`src/ccs_pkg.sv`:
```
// constants, field layouts and carrier types for the charger control/status register bank
// assumes a 50 MHz system clock; every other file imports this package whole
package ccs_pkg;

    // clock rate and derived timing
    localparam int unsigned CLK_HZ = 50_000_000;
    localparam int unsigned BATSW_OFF_DELAY_S = 10;
    localparam int unsigned BATSW_OFF_DELAY_CYCLES = BATSW_OFF_DELAY_S * CLK_HZ;

    // target address on the serial bus; value is arbitrary
    localparam logic [6:0] DEV_ADDR_DEFAULT = 7'h2A;

    // register offsets
    localparam logic [7:0] ADDR_MISC_CTRL = 8'h07;
    localparam logic [7:0] ADDR_OP_STATUS = 8'h08;
    localparam logic [7:0] ADDR_FAULT_STATUS = 8'h09;
    localparam logic [7:0] ADDR_SYS_CTRL = 8'h0B;
    localparam int unsigned SYS_CTRL_REG_RESET_BIT = 7;

    // control reset value and the fields that survive a watchdog expiry
    localparam logic [7:0] MISC_CTRL_RST = 8'h4C;
    localparam logic [7:0] MISC_CTRL_WD_KEEP = 8'h2B;

    // input source codes
    localparam logic [2:0] SRC_NONE = 3'h0;
    localparam logic [2:0] SRC_SDP = 3'h1;
    localparam logic [2:0] SRC_ADAPTER = 3'h3;
    localparam logic [2:0] SRC_OTG = 3'h7;

    // charge fault codes
    localparam logic [1:0] CFLT_NORMAL = 2'h0;
    localparam logic [1:0] CFLT_INPUT = 2'h1;
    localparam logic [1:0] CFLT_THERMAL = 2'h2;
    localparam logic [1:0] CFLT_TIMER = 2'h3;

    // thermistor codes
    localparam logic [2:0] NTC_NORMAL = 3'h0;
    localparam logic [2:0] NTC_COLD = 3'h5;
    localparam logic [2:0] NTC_HOT = 3'h6;

    // input voltage limit arithmetic, millivolts
    localparam logic [13:0] IVL_BASE_MV = 14'h0F3C;
    localparam logic [13:0] IVL_STEP_MV = 14'h0064;
    localparam logic [13:0] TRACK_200_MV = 14'h00C8;
    localparam logic [13:0] TRACK_250_MV = 14'h00FA;
    localparam logic [13:0] TRACK_300_MV = 14'h012C;

    // control register layout, bit 7 first
    typedef struct packed {
        logic force_source_detect;
        logic timer_halfrate_enable;
        logic battery_switch_disable;
        logic warm_charge_voltage_select;
        logic battery_switch_off_delay;
        logic battery_switch_reset_enable;
        logic [1:0] input_limit_track_offset;
    } ccs_misc_ctrl_t;

    // live conditions from the charger core, same clock domain
    typedef struct packed {
        logic input_present;
        logic otg_mode;
        logic [2:0] detect_code;
        logic [1:0] charge_phase;
        logic power_good;
        logic thermal_reg;
        logic min_system_reg;
        logic watchdog_expired;
        logic boost_overload;
        logic input_overvoltage;
        logic battery_low;
        logic input_undervoltage;
        logic thermal_shutdown;
        logic safety_expired;
        logic battery_overvoltage;
        logic boost_mode;
        logic [2:0] thermistor;
        logic warm_band;
        logic input_dpm;
        logic jeita_cool;
    } ccs_live_t;

    // serial target states
    typedef enum logic [3:0] {
        ST_IDLE, ST_ADDR, ST_ADDR_ACK, ST_REG, ST_REG_ACK, ST_WR, ST_WR_ACK, ST_RD, ST_RD_ACK
    } ccs_state_t;

endpackage : ccs_pkg

```
`src/ccs_sync2.sv`:
```
// two-flop synchroniser for pin levels entering the system clock domain
// assumes the inputs are slow levels; first stage feeds only the second
`timescale 1ns/100ps
module ccs_sync2 import ccs_pkg::*; #(
    parameter int unsigned W = 1
) (
    input wire logic sys_clk_i,
    input wire logic rst_i,
    input wire logic [W-1:0] async_i,
    output logic [W-1:0] sync_o
);
    logic [W-1:0] meta_r;

    generate
        if (W < 1) begin : g_bad_width
            $error("ccs_sync2 width must be at least one");
        end
    endgenerate

    // two stages, reset high like the pulled-up idle pins, so no false edge follows reset
    always_ff @(posedge sys_clk_i or posedge rst_i) begin
        if (rst_i) begin
            meta_r <= '1;
            sync_o <= '1;
        end else begin
            meta_r <= async_i;
            sync_o <= meta_r;
        end
    end

endmodule : ccs_sync2

```
`src/ccs_off_delay.sv`:
```
// battery switch gate control with optional turn-off delay
// assumes disable and delay select come from the control register, same clock
`timescale 1ns/100ps
module ccs_off_delay import ccs_pkg::*; #(
    parameter int unsigned DELAY_CYCLES = BATSW_OFF_DELAY_CYCLES
) (
    input wire logic sys_clk_i,
    input wire logic rst_i,
    input wire logic disable_i,
    input wire logic delay_sel_i,
    output logic switch_on_o
);
    localparam int unsigned CW = $clog2(DELAY_CYCLES + 1);
    localparam logic [CW-1:0] LAST = CW'(DELAY_CYCLES - 1);
    logic [CW-1:0] cnt_r;

    generate
        if (DELAY_CYCLES < 1) begin : g_bad_delay
            $error("ccs_off_delay needs at least one cycle of delay");
        end
    endgenerate

    // delay counter runs only while a delayed turn-off is pending
    always_ff @(posedge sys_clk_i or posedge rst_i) begin
        if (rst_i) begin
            cnt_r <= '0;
        end else if (!disable_i || !delay_sel_i) begin
            cnt_r <= '0;
        end else if (cnt_r != LAST) begin
            cnt_r <= cnt_r + 1'b1;
        end
    end

    // switch gate: on when allowed, off at once or after the delay
    always_ff @(posedge sys_clk_i or posedge rst_i) begin
        if (rst_i) begin
            switch_on_o <= 1'b1;
        end else if (!disable_i) begin
            switch_on_o <= 1'b1;
        end else if (!delay_sel_i || cnt_r == LAST) begin
            switch_on_o <= 1'b0;
        end
    end
endmodule : ccs_off_delay

```
`src/ccs_regs.sv`:
```
// charger control/status register bank behind a serial two-wire target
// assumes scl/sda and the select pin come from pins; live status comes from logic on sys_clk_i
// Summary of operation
// - detection-force bit resets 0; writing 1 forces source detection.
// - select-pin variant reads detection-force bit as the select pin level.
// - timer half-rate bit (reset 1) halves safety timer during limiting, cool or thermal.
// - switch-disable bit resets 0 allowing switch on; 1 turns it off.
// - delay bit resets 1; 0 turns switch off at once, 1 after ten seconds.
// - warm-band voltage bit 0 caps charge at 4.1V; 1 uses programmed setting.
// - switch reset enable bit resets 1; 0 disables, 1 enables the reset function.
// - applied input limit is register threshold, or with nonzero offset the larger of it and battery plus offset.
// - detection variant reports none, source code from the detector as given, OTG.
// - select-pin variant reports none, SDP for pin high, adapter for low, OTG.
// - charge phase status reports not charging, precharge, fast charge, terminated.
// - thermal bit reads 1 while in thermal regulation.
// - watchdog fault bit reads 1 after the watchdog expired.
// - boost fault reads 1 on overload, input overvoltage or low battery.
// - charge fault code: normal, input fault, thermal shutdown, safety timer.
// - battery fault bit reads 1 on battery overvoltage.
// - buck mode thermistor codes: normal, warm, cool, cold, hot.
// - boost mode thermistor reports only normal, cold or hot.
// - register-reset bit restores defaults, restarts safety timer, then reads 0.
`timescale 1ns/100ps
module ccs_regs import ccs_pkg::*; #(
    parameter bit USE_SELECT_PIN = 1'b0,
    parameter logic [6:0] DEV_ADDR = DEV_ADDR_DEFAULT,
    parameter int unsigned OFF_DELAY_CYCLES = BATSW_OFF_DELAY_CYCLES
) (
    input wire logic sys_clk_i,
    input wire logic rst_i,
    input wire logic scl_i,
    input wire logic sda_i,
    output logic sda_o,
    output logic sda_oe_o,
    input wire logic select_pin_i,
    input wire ccs_live_t live_i,
    input wire logic [3:0] input_voltage_limit_i,
    input wire logic [12:0] battery_mv_i,
    input wire logic safety_tick_i,
    output logic safety_tick_o,
    output logic safety_timer_restart_o,
    output logic force_source_detect_o,
    output logic battery_switch_on_o,
    output logic battery_switch_reset_enable_o,
    output logic warm_voltage_cap_o,
    output logic [13:0] input_voltage_limit_mv_o
);
    ccs_state_t state_r;
    ccs_misc_ctrl_t ctrl_r;
    logic [7:0] op_status_r;
    logic [7:0] fault_status_r;
    logic [2:0] pins_s;
    logic scl_s, sda_s, sel_s, scl_d_r, sda_d_r;
    logic scl_rise, scl_fall, bus_start, bus_stop;
    logic [3:0] bit_cnt_r;
    logic [7:0] shift_r, tx_r, ptr_r;
    logic rw_r, drive_low_r, master_ack_r;
    logic wr_en, reg_rst_pulse, wd_pulse, wd_d_r, slow, half_phase_r;
    logic [13:0] reg_thr_mv, track_mv, track_add;
    logic [2:0] src_code, ntc_code;
    logic [1:0] cflt_code;

    // pin synchronisers for clock, data and select pin
    ccs_sync2 #(.W(3)) u_sync (
        .sys_clk_i(sys_clk_i),
        .rst_i(rst_i),
        .async_i({scl_i, sda_i, select_pin_i}),
        .sync_o(pins_s)
    );
    assign {scl_s, sda_s, sel_s} = pins_s;

    // bus edge and condition detection on synchronised levels
    always_ff @(posedge sys_clk_i or posedge rst_i) begin
        if (rst_i) begin
            scl_d_r <= 1'b1;
            sda_d_r <= 1'b1;
        end else begin
            scl_d_r <= scl_s;
            sda_d_r <= sda_s;
        end
    end
    assign scl_rise = scl_s && !scl_d_r;
    assign scl_fall = !scl_s && scl_d_r;
    assign bus_start = scl_s && scl_d_r && sda_d_r && !sda_s;
    assign bus_stop = scl_s && scl_d_r && !sda_d_r && sda_s;

    // open-drain data: only ever pulls low
    assign sda_o = 1'b0;
    assign sda_oe_o = drive_low_r;

    // read data for a register pointer
    function automatic logic [7:0] read_mux(input logic [7:0] ptr);
        logic [7:0] misc;
        misc = ctrl_r;
        if (USE_SELECT_PIN) begin
            misc[7] = sel_s;
        end
        unique case (ptr)
            ADDR_MISC_CTRL: read_mux = misc;
            ADDR_OP_STATUS: read_mux = op_status_r;
            ADDR_FAULT_STATUS: read_mux = fault_status_r;
            default: read_mux = 8'h00; // register-reset bit reads 0 once done
        endcase
    endfunction : read_mux

    // serial target: address, pointer, write bytes, read bytes
    always_ff @(posedge sys_clk_i or posedge rst_i) begin
        if (rst_i) begin
            state_r <= ST_IDLE;
            bit_cnt_r <= 4'h0;
            shift_r <= 8'h00;
            tx_r <= 8'h00;
            ptr_r <= 8'h00;
            rw_r <= 1'b0;
            drive_low_r <= 1'b0;
            master_ack_r <= 1'b0;
        end else if (bus_stop) begin
            state_r <= ST_IDLE;
            drive_low_r <= 1'b0;
        end else if (bus_start) begin
            state_r <= ST_ADDR;
            bit_cnt_r <= 4'h0;
            drive_low_r <= 1'b0;
        end else if (scl_rise) begin
            unique case (state_r)
                ST_ADDR, ST_REG, ST_WR: begin
                    shift_r <= {shift_r[6:0], sda_s};
                    bit_cnt_r <= bit_cnt_r + 4'h1;
                end
                ST_RD_ACK: master_ack_r <= !sda_s;
                default: begin
                end
            endcase
        end else if (scl_fall) begin
            unique case (state_r)
                ST_IDLE: begin
                end
                ST_ADDR: begin
                    if (bit_cnt_r == 4'h8) begin
                        if (shift_r[7:1] == DEV_ADDR) begin
                            state_r <= ST_ADDR_ACK;
                            rw_r <= shift_r[0];
                            drive_low_r <= 1'b1;
                        end else begin
                            state_r <= ST_IDLE;
                        end
                    end
                end
                ST_ADDR_ACK: begin
                    bit_cnt_r <= 4'h0;
                    if (rw_r) begin
                        state_r <= ST_RD;
                        tx_r <= read_mux(ptr_r);
                        drive_low_r <= read_mux(ptr_r) < 8'h80; // pull low for a zero msb
                    end else begin
                        state_r <= ST_REG;
                        drive_low_r <= 1'b0;
                    end
                end
                ST_REG: begin
                    if (bit_cnt_r == 4'h8) begin
                        state_r <= ST_REG_ACK;
                        ptr_r <= shift_r;
                        drive_low_r <= 1'b1;
                    end
                end
                ST_WR: begin
                    if (bit_cnt_r == 4'h8) begin
                        state_r <= ST_WR_ACK;
                        drive_low_r <= 1'b1;
                    end
                end
                ST_REG_ACK, ST_WR_ACK: begin
                    if (state_r == ST_WR_ACK) begin
                        ptr_r <= ptr_r + 8'h01;
                    end
                    state_r <= ST_WR;
                    bit_cnt_r <= 4'h0;
                    drive_low_r <= 1'b0;
                end
                ST_RD: begin
                    if (bit_cnt_r == 4'h7) begin
                        state_r <= ST_RD_ACK;
                        ptr_r <= ptr_r + 8'h01;
                        drive_low_r <= 1'b0;
                    end else begin
                        tx_r <= {tx_r[6:0], 1'b0};
                        drive_low_r <= !tx_r[6];
                        bit_cnt_r <= bit_cnt_r + 4'h1;
                    end
                end
                ST_RD_ACK: begin
                    bit_cnt_r <= 4'h0;
                    if (master_ack_r) begin
                        state_r <= ST_RD;
                        tx_r <= read_mux(ptr_r);
                        drive_low_r <= read_mux(ptr_r) < 8'h80;
                    end else begin
                        state_r <= ST_IDLE;
                    end
                end
            endcase
        end
    end

    // byte write lands as the eighth bit closes; status offsets take no write
    assign wr_en = scl_fall && !bus_stop && !bus_start && state_r == ST_WR
        && bit_cnt_r == 4'h8;
    assign reg_rst_pulse = wr_en && ptr_r == ADDR_SYS_CTRL
        && shift_r[SYS_CTRL_REG_RESET_BIT];
    assign wd_pulse = live_i.watchdog_expired && !wd_d_r;

    // watchdog expiry edge
    always_ff @(posedge sys_clk_i or posedge rst_i) begin
        if (rst_i) begin
            wd_d_r <= 1'b0;
        end else begin
            wd_d_r <= live_i.watchdog_expired;
        end
    end

    // control register: reset, watchdog restore, host write
    always_ff @(posedge sys_clk_i or posedge rst_i) begin
        if (rst_i) begin
            ctrl_r <= MISC_CTRL_RST;
        end else if (reg_rst_pulse) begin
            ctrl_r <= MISC_CTRL_RST;
        end else if (wd_pulse) begin
            ctrl_r <= (ctrl_r & MISC_CTRL_WD_KEEP) | (MISC_CTRL_RST & ~MISC_CTRL_WD_KEEP);
        end else if (wr_en && ptr_r == ADDR_MISC_CTRL) begin
            ctrl_r <= shift_r;
        end
    end

    // safety timer restart strobe
    always_ff @(posedge sys_clk_i or posedge rst_i) begin
        if (rst_i) begin
            safety_timer_restart_o <= 1'b0;
        end else begin
            safety_timer_restart_o <= reg_rst_pulse;
        end
    end

    // status encoding from live conditions
    always_comb begin
        if (live_i.otg_mode) begin
            src_code = SRC_OTG;
        end else if (!live_i.input_present) begin
            src_code = SRC_NONE;
        end else if (USE_SELECT_PIN) begin
            src_code = sel_s ? SRC_SDP : SRC_ADAPTER;
        end else begin
            src_code = live_i.detect_code;
        end
        if (live_i.thermal_shutdown) begin
            cflt_code = CFLT_THERMAL;
        end else if (live_i.input_overvoltage || live_i.input_undervoltage) begin
            cflt_code = CFLT_INPUT;
        end else if (live_i.safety_expired) begin
            cflt_code = CFLT_TIMER;
        end else begin
            cflt_code = CFLT_NORMAL;
        end
        ntc_code = live_i.thermistor;
        if (live_i.boost_mode && live_i.thermistor != NTC_COLD
            && live_i.thermistor != NTC_HOT) begin
            ntc_code = NTC_NORMAL;
        end
    end

    // read-only status registers refreshed every cycle
    always_ff @(posedge sys_clk_i or posedge rst_i) begin
        if (rst_i) begin
            op_status_r <= 8'h00;
            fault_status_r <= 8'h00;
        end else begin
            op_status_r <= {src_code, live_i.charge_phase, live_i.power_good,
                live_i.thermal_reg, live_i.min_system_reg};
            fault_status_r <= {live_i.watchdog_expired,
                live_i.boost_overload || live_i.input_overvoltage || live_i.battery_low,
                cflt_code, live_i.battery_overvoltage, ntc_code};
        end
    end

    // safety timer tick passes every other tick while slowed
    assign slow = ctrl_r.timer_halfrate_enable && (live_i.input_dpm || live_i.jeita_cool
        || live_i.thermal_reg);
    always_ff @(posedge sys_clk_i or posedge rst_i) begin
        if (rst_i) begin
            half_phase_r <= 1'b0;
            safety_tick_o <= 1'b0;
        end else begin
            if (safety_tick_i && slow) begin
                half_phase_r <= !half_phase_r;
            end
            safety_tick_o <= safety_tick_i && (!slow || half_phase_r);
        end
    end

    // input voltage limit with battery tracking
    always_comb begin
        unique case (ctrl_r.input_limit_track_offset)
            2'h1: track_add = TRACK_200_MV;
            2'h2: track_add = TRACK_250_MV;
            2'h3: track_add = TRACK_300_MV;
            default: track_add = 14'h0000;
        endcase
        reg_thr_mv = 14'(IVL_BASE_MV + 14'(IVL_STEP_MV * {10'h000, input_voltage_limit_i}));
        track_mv = 14'({1'b0, battery_mv_i} + track_add);
    end

    // applied limit and plain control outputs
    always_ff @(posedge sys_clk_i or posedge rst_i) begin
        if (rst_i) begin
            input_voltage_limit_mv_o <= IVL_BASE_MV;
            warm_voltage_cap_o <= 1'b0;
        end else begin
            if (ctrl_r.input_limit_track_offset != 2'h0 && track_mv > reg_thr_mv) begin
                input_voltage_limit_mv_o <= track_mv;
            end else begin
                input_voltage_limit_mv_o <= reg_thr_mv;
            end
            warm_voltage_cap_o <= live_i.warm_band && !ctrl_r.warm_charge_voltage_select;
        end
    end
    assign force_source_detect_o = ctrl_r.force_source_detect;
    assign battery_switch_reset_enable_o = ctrl_r.battery_switch_reset_enable;

    // battery switch gate with turn-off delay
    ccs_off_delay #(.DELAY_CYCLES(OFF_DELAY_CYCLES)) u_off_delay (
        .sys_clk_i(sys_clk_i),
        .rst_i(rst_i),
        .disable_i(ctrl_r.battery_switch_disable),
        .delay_sel_i(ctrl_r.battery_switch_off_delay),
        .switch_on_o(battery_switch_on_o)
    );
endmodule : ccs_regs

```
`config.mk`:
```
export PLATFORM = sky130hd
export DESIGN_NAME = ccs_regs
export DESIGN_NICKNAME = d
export VERILOG_FILES = /design/src/ccs_pkg.sv /design/src/ccs_sync2.sv /design/src/ccs_off_delay.sv /design/src/ccs_regs.sv
export SDC_FILE = /design/constraint.sdc
export NUM_CORES = 1
export LEC_CHECK = 0
export BUFFER_PORTS_ARGS = -buffer_cell sky130_fd_sc_hd__buf_2
export CORE_MARGIN = 8
export CORE_UTILIZATION = 35
export DETAILED_ROUTE_END_ITERATION = 8
export GPL_TIMING_DRIVEN = 0
export PLACE_DENSITY = 0.58
export SKIP_CTS_REPAIR_TIMING = 1
export SKIP_LAST_GASP = 1
export SLEW_MARGIN = 30
export SYNTH_ARGS = -nofsm -noshare
export SYNTH_HDL_FRONTEND = slang
export SYNTH_SLANG_ARGS = --single-unit
```
`constraint.sdc`:
```
create_clock -name sys_clk_i -period 8.98 [get_ports sys_clk_i]
set_input_delay 1.347 -clock sys_clk_i [delete_from_list [all_inputs] [get_ports sys_clk_i]]
set_output_delay 1.347 -clock sys_clk_i [all_outputs]
set_load 0.02 [all_outputs]
```
# ---- Word-level counts from Yosys, hierarchy flattened
# Index checks and enable logic that the tools add are counted.
dict set report op_classes {
  addsub 5
  multipliers 1
  n_lt_le_gt_ge 3
  n_eq_ne 40
  n_mux 63
  bitwise_logic 3
  n_reduce_logical 67
}
# cell count
set ops {}
lappend ops {{8-bit two-way mux} 18}
lappend ops {{29-bit two-way mux} 2}
lappend ops {{4-bit two-way mux} 13}
lappend ops {{8-bit case mux with 3 select lines} 2}
lappend ops {{29-bit by 1-bit adder with 29-bit output (second input constant)} 1}
lappend ops {{29-bit == test (second input constant)} 1}
lappend ops {{29-bit != test (second input constant)} 1}
lappend ops {{4-bit case mux with 7 select lines} 1}
lappend ops {{9-bit case mux with 3 select lines} 1}
lappend ops {{8-bit by 4-bit == test with 1-bit output (second input constant)} 3}
lappend ops {{4-bit != test (second input constant)} 6}
lappend ops {{1-bit logical AND} 22}
lappend ops {{7-bit case mux with 3 select lines} 1}
lappend ops {{7-bit AND reduction} 3}
lappend ops {{4-bit by 3-bit == test with 1-bit output (second input constant)} 5}
lappend ops {{8-bit < comparator (second input constant)} 2}
lappend ops {{8-bit AND reduction} 2}
lappend ops {{3-bit two-way mux} 5}
lappend ops {{3-bit nonzero test} 5}
lappend ops {{13-bit by 14-bit adder with 14-bit output} 1}
lappend ops {{14-bit by 13-bit greater-than comparator with 1-bit output} 1}
lappend ops {{14-bit two-way mux} 1}
lappend ops {{2-bit != test (second input constant)} 7}
lappend ops {{12-bit by 11-bit adder with 13-bit output (first input constant)} 1}
lappend ops {{other kinds (33)} 77}
dict set report word_totals {
  regBits 115
  output_inout_bits 22
  wordCells 211
}

# ---- Logic depth before layout (Yosys ltp)
dict set report depth {
  depth_word 15
  mapped_depth 19
}

# ---- Hierarchy
# Synthesis repeated with hierarchy kept, for this count alone.
dict set report unflattened {
  hier_cells 684
  area_unflattened_um2 6727.7
}
# module instances cells_each area_per_inst_um2 seq_area_each_um2
set by_module_without_submodules {}
lappend by_module_without_submodules {ccs_regs 1 505 4979.8 1968.1}
lappend by_module_without_submodules {ccs_off_delay 1 172 1586.5 752.0}
lappend by_module_without_submodules {ccs_sync2 1 7 161.4 157.7}

# ---- Least setup slack after synthesis
# No wires, ideal clock.
dict set report synth_timing {
  path_type {in2reg}
  start {in input_voltage_limit_i[0]}
  end {reg input_voltage_limit_mv_o[10]}
  setup_time_ns 0.075
  arrival_ns 4.321
  t_required_ns 8.905
  slack_ns 4.584
  cell_stages 16
  cell_sequence {inv_1 -> ha_1 -> ha_1 -> fa_1 -> xnor2_1 -> o21ai_0 -> nor3_1 -> nor2_1 -> ha_1 -> nand2_1 -> nor2_1 -> o21ai_0 -> o211ai_1 -> a21oi_1 -> buf_4 -> mux2i_1}
}
dict set report synth_via {
  elab_chain_cells 5
}
# item line_no
set synth_lines {}
lappend synth_lines {{from (decl)} ccs_regs.sv:37} ;# input wire logic [3:0] input_voltage_limit_i,
lappend synth_lines {{5-bit by 4-bit multiplier with 9-bit output (*)} ccs_regs.sv:308} ;# reg_thr_mv = 14'(IVL_BASE_MV + 14'(IVL_STEP_MV * {10'h000, input_voltage_limit_i}));
lappend synth_lines {{12-bit by 11-bit adder with 13-bit output (*)} ccs_regs.sv:308}
lappend synth_lines {{14-bit by 13-bit greater-than comparator with 1-bit output} ccs_regs.sv:318} ;# if (ctrl_r.input_limit_track_offset != 2'h0 && track_mv > reg_thr_mv) begin
lappend synth_lines {{1-bit logical AND} ccs_regs.sv:318}
lappend synth_lines {{14-bit two-way mux (*)} ccs_regs.sv:318}
lappend synth_lines {{to (signal assigned)} ccs_regs.sv:319} ;# input_voltage_limit_mv_o <= track_mv;
lappend synth_lines {{to (signal assigned)} ccs_regs.sv:321} ;# input_voltage_limit_mv_o <= reg_thr_mv;
lappend synth_lines {{to (decl)} ccs_regs.sv:46} ;# output logic [13:0] input_voltage_limit_mv_o
# Every way passes the cells marked *; elsewhere a longest branch is shown, timed or not.
# A chain may end at the register's enable or synchronous reset.

# ---- Worst setup path after layout
dict set report layout_timing {
  start {in input_voltage_limit_i[0]}
  end {reg input_voltage_limit_mv_o[8]}
}
# Same word-level chain as after synthesis.

==> metrics.md <==
| Metric | Value |
|---|---|
| Startpoint of the worst register-to-register path | `ctrl_r[1]` |
| RSZ-0062 raised after global routing | `false` |
| Floorplan die width | `~150 um` |
| Status | `complete, no violations` |
| Post-route fraction of the period consumed by the critical path | `0.521` |
| Via count of the first global-routing pass | `5168` |
| Initial core utilization | `0.355` |
| Net count of the mapped netlist | `slightly below 800` |
| DRT Pass-1 Iters | `5` |
| Slack of the worst reg-to-reg path | `4.86 ns` |
| Critical path data arrival time | `about 5 ns` |
| CTS tree | `yes` |
| Half-perimeter wire length after placement | `11400 um` |
| Root buffer cell | `sky130_fd_sc_hd__clkbuf_16` |
| Gr ovfl total | `0` |
| Number of unique standard cell types used by synthesis | `between 60 and 70` |
| Crit. End Element | `flop` |
| Clock tree buffer depth | `2` |
| Count of port buffers added during placement | `67` |
| Ratio of cells with drive above 1 in the final layout | `0.174` |
| Cell area after placement | `0.00726 mm^2` |
| CP max-delay cell | `sky130_fd_sc_hd__fa_1` |
| Ranking of synthesized cells by area | `sky130_fd_sc_hd__dfrtp_1 36%, sky130_fd_sc_hd__ha_1 8.2%, sky130_fd_sc_hd__dfstp_2 7.2%` |
| Number of antenna violations at the first check in global routing | `0` |
| Summed area of non-filler cells in the final layout | `0.00759 mm^2` |
| Num ports | `70` |
| Proportion of synthesized chip area in sequential cells | `0.429` |
| Skew-Pair Late Insertion Delay | `around 0.36 ns` |
| Startpoint types | `input port` |
| Reg2reg path depth | `16` |
| Number of clock sinks | `roughly 110` |
| Most area-hungry cell type in the Yosys netlist | `sky130_fd_sc_hd__dfrtp_1` |
| Number of cells on the worst hold path | `0` |
| Violation count after the first detailed-routing iteration | `279` |
| Combined area of all synthesized cells | `approximately 0.0066 mm^2` |
| Vertical extent of the die | `about 150 um` |
| Antenna diode instance count | `0` |
| CP Data Required Time | `9.26 ns` |
| Max-cap violation count | `0` |
| Final Slew Violations | `0` |
| Post-detailed-route via-to-cell ratio | `5.14` |
| Slew at the pin with the worst max-slew slack | `0.789 ns` |
| Final instance count without filler cells | `1012` |
| Maximum ir drop on the vdd rail | `0.000103 V` |
| Min-Delay Startpoint | `u_sync.meta_r[1]` |
| Largest net degree at the start of global routing | `58` |
| Cell row count | `50` |
| Achievable clock frequency | `214 MHz` |
| Die area | `around 0.023 mm^2` |
| Average cell area after synthesis | `9.50 um^2` |
| Total CTS buffers | `9` |
| Final setup fails | `0` |
| Wire length reported by the detailed router | `approximately 15000 um` |
| Reg2reg end | `input_voltage_limit_mv_o[8]` |
| Top cell type's share of synthesized area | `0.357` |
| Final estimated routing congestion in global placement | `0.902` |
| Setup crit start | `input_voltage_limit_i[0]` |
| Number of nets with antenna violations after routing | `0` |
| Most frequent cell on the critical path | `sky130_fd_sc_hd__ha_1` |
| Share of flip-flops with an asynchronous set or reset | `1.00` |
| Class of the worst hold path | `flop to flop` |
| Power per Cell Area | `163 mW/mm^2` |
| Via count of the routed design | `5204` |
| Critical Setup Path Class | `input port to flop` |
| Final net count | `866` |
| Leak Pwr | `3.50 nW` |
| Setup Skew | `0.00801 ns` |
| Placeable core area | `0.0186 mm^2` |
| Post-layout min period | `about 4.7 ns` |
| Residual DRC | `0` |
| Slowest Stage Delay on Critical Path | `0.41 ns` |
| Primary flip-flop cell chosen by synthesis mapping | `sky130_fd_sc_hd__dfrtp_1` |
| Detailed-route wire length per cell | `~15 um` |
| CTS H-tree depth | `3` |
| Number of placed instances, taps included | `996` |
| Total number of yosys warnings | `0` |
| Final Hold Viols | `0` |
| Cells after Synth | `694` |
| EDFF count, synth | `0` |
| Layout area overhead | `15.1%` |
| Global-route total usage across every layer | `0.131` |
| Relative slew margins | `0.469` |
| Clock edge transition at the registers on the reported setup and hold paths | `approximately 0.080 ns` |
| Total of flip-flops plus latches after synthesis | `112` |
| Wire length of the first global-routing pass | `25700 um` |
| CP Cell Sequence | `buf_2, inv_1, ha_1, ha_1, fa_1, xnor2_1, o21ai_0, nor3_1, nor2_1, ha_1, nand2_1, nor2_1, a211oi_1, a21oi_1, buf_4, mux2i_1` |
| Largest fanout of any net on the critical path | `10` |
| Capture endpoint of the worst hold path | `u_sync.sync_o[1]` |
| Sum of negative setup slack | `0 ns` |
[layout make-up]
class	instances	area, um^2
fillers	1849	11000
multi-input cells	516	3500
flip-flops and latches	112	2830
repair buffers	68	363
well taps	234	293
clock buffers	9	225
inverters	41	161
plain buffers	25	119
clock inverters	7	101
[placed cells by master, fill, tap and decap left out, types with 6 or more instances in the layout]
| cell type | instances |
|---|---|
| sky130_fd_sc_hd__dfstp_2 | 18 |
| sky130_fd_sc_hd__o31ai_1 | 7 |
| sky130_fd_sc_hd__a21oi_1 | 33 |
| sky130_fd_sc_hd__dfrtp_1 | 94 |
| sky130_fd_sc_hd__and3_1 | 9 |
| sky130_fd_sc_hd__nor3_1 | 15 |
| sky130_fd_sc_hd__a31oi_1 | 9 |
| sky130_fd_sc_hd__nor2b_1 | 12 |
| sky130_fd_sc_hd__mux2_2 | 10 |
| sky130_fd_sc_hd__or3_1 | 6 |
| sky130_fd_sc_hd__inv_1 | 40 |
| sky130_fd_sc_hd__ha_1 | 43 |
| sky130_fd_sc_hd__buf_2 | 75 |
| sky130_fd_sc_hd__xor2_1 | 17 |
| sky130_fd_sc_hd__nand4_1 | 7 |
| sky130_fd_sc_hd__a211oi_1 | 7 |
| sky130_fd_sc_hd__xnor2_1 | 29 |
| sky130_fd_sc_hd__nand3_1 | 29 |
| sky130_fd_sc_hd__a222oi_1 | 7 |
| sky130_fd_sc_hd__nand2_1 | 44 |
| sky130_fd_sc_hd__o22a_1 | 11 |
| sky130_fd_sc_hd__mux2i_1 | 13 |
| sky130_fd_sc_hd__clkbuf_16 | 9 |
| sky130_fd_sc_hd__nor2_1 | 86 |
| sky130_fd_sc_hd__a21o_1 | 9 |
| sky130_fd_sc_hd__o21ai_0 | 27 |
| sky130_fd_sc_hd__a21boi_0 | 7 |
| sky130_fd_sc_hd__clkbuf_1 | 11 |
| sky130_fd_sc_hd__nand2b_1 | 14 |
[worst max-delay path by stage]
stage | end | slack (ns)
2_1_floorplan | input_voltage_limit_mv_o[10] | 4.58
3_3_place_gp | half_phase_r | 3.20
3_5_place_dp | input_voltage_limit_mv_o[8] | 3.92
4_1_cts | input_voltage_limit_mv_o[8] | 4.30
5_1_grt | input_voltage_limit_mv_o[8] | 3.97
6_report | input_voltage_limit_mv_o[8] | 4.30
[cell usage after synthesis, types with 3 or more instances]
master,instances
sky130_fd_sc_hd__dfrtp_1,94
sky130_fd_sc_hd__nor2_1,86
sky130_fd_sc_hd__nand2_1,44
sky130_fd_sc_hd__ha_1,43
sky130_fd_sc_hd__inv_1,41
sky130_fd_sc_hd__a21oi_1,33
sky130_fd_sc_hd__nand3_1,29
sky130_fd_sc_hd__xnor2_1,29
sky130_fd_sc_hd__o21ai_0,27
sky130_fd_sc_hd__dfstp_2,18
sky130_fd_sc_hd__xor2_1,17
sky130_fd_sc_hd__nor3_1,15
sky130_fd_sc_hd__nand2b_1,14
sky130_fd_sc_hd__mux2i_1,13
sky130_fd_sc_hd__nor2b_1,12
sky130_fd_sc_hd__clkbuf_1,11
sky130_fd_sc_hd__o22a_1,11
sky130_fd_sc_hd__mux2_2,10
sky130_fd_sc_hd__a21o_1,9
sky130_fd_sc_hd__a31oi_1,9
sky130_fd_sc_hd__and3_1,9
sky130_fd_sc_hd__buf_2,8
sky130_fd_sc_hd__a211oi_1,7
sky130_fd_sc_hd__a21boi_0,7
sky130_fd_sc_hd__a222oi_1,7
sky130_fd_sc_hd__nand4_1,7
sky130_fd_sc_hd__o31ai_1,7
sky130_fd_sc_hd__or3_1,6
sky130_fd_sc_hd__nor4_1,5
sky130_fd_sc_hd__a221oi_1,4
sky130_fd_sc_hd__buf_4,4
sky130_fd_sc_hd__o21a_1,4
sky130_fd_sc_hd__and4_1,3
sky130_fd_sc_hd__o211ai_1,3
sky130_fd_sc_hd__o22ai_1,3
sky130_fd_sc_hd__or2_2,3
[worst max-delay path, delay by kind of cell]
family / cells / cell delay [ns]
xor+xnor: 1 / 0.26
fa+ha+maj: 4 / 1.30
simple gates: 4 / 0.72
mux: 1 / 0.24
buf+inv: 3 / 0.49
compound gates: 3 / 0.60
[kinds of logic after synthesis]
logic type	after synthesis	synth area share
other	1	0.000569
buffers and inverters	66	0.0414
and+or+nand+nor	255	0.195
muxes	23	0.0368
xor gates and xnor gates	46	0.0611
AOI/OAI and AO/OA	146	0.149
DFF	112	0.429
adders and majority gates	45	0.0877
[where the power goes]
group	switching, mW	leakage, nW	internal (mW)	total [mW]
Combinational	0.140	1.93	0.0983	0.238
Sequential	0.0229	1.41	0.552	0.575
Clock	0.219	0.156	0.205	0.424
Total	0.382	3.50	0.855	1.24
[state kept, by name, indices dropped and copies added, names as in the netlist, 2 cells and up]
| name | count |
|---|---|
| bit_cnt_r | 4 |
| ctrl_r | 6 |
| fault_status_r | 8 |
| input_voltage_limit_mv_o | 14 |
| op_status_r | 8 |
| ptr_r | 8 |
| shift_r | 8 |
| state_r | 4 |
| tx_r | 7 |
| u_off_delay.cnt_r | 29 |
| u_sync.meta_r | 2 |
| u_sync.sync_o | 2 |
[metal layers]
layer / vias to the layer above / global-route usage / part of all wire
met5: - / 0 / 0
met4: 0 / 0.0259 / 0.0091
met3: 8 / 0.0364 / 0.040
met2: 106 / 0.209 / 0.46
met1: 2483 / 0.175 / 0.49
li1: 2607 / - / -
[stage by stage]
step / util / total power [mW] / hold WS (ns) / worst slack, ns
CTS: 0.408 / 1.26 / 0.360 / 4.30
finish: 0.408 / 1.24 / 0.360 / 4.30
floorplan: - / 0.748 / 0.345 / 4.58
detailed placement: 0.391 / 0.826 / 0.347 / 3.92
global route: 0.408 / 1.31 / 0.371 / 3.97
global placement: 0.389 / 0.823 / 0.346 / 3.20
Note: power is estimated with default switching activity, not from simulation.
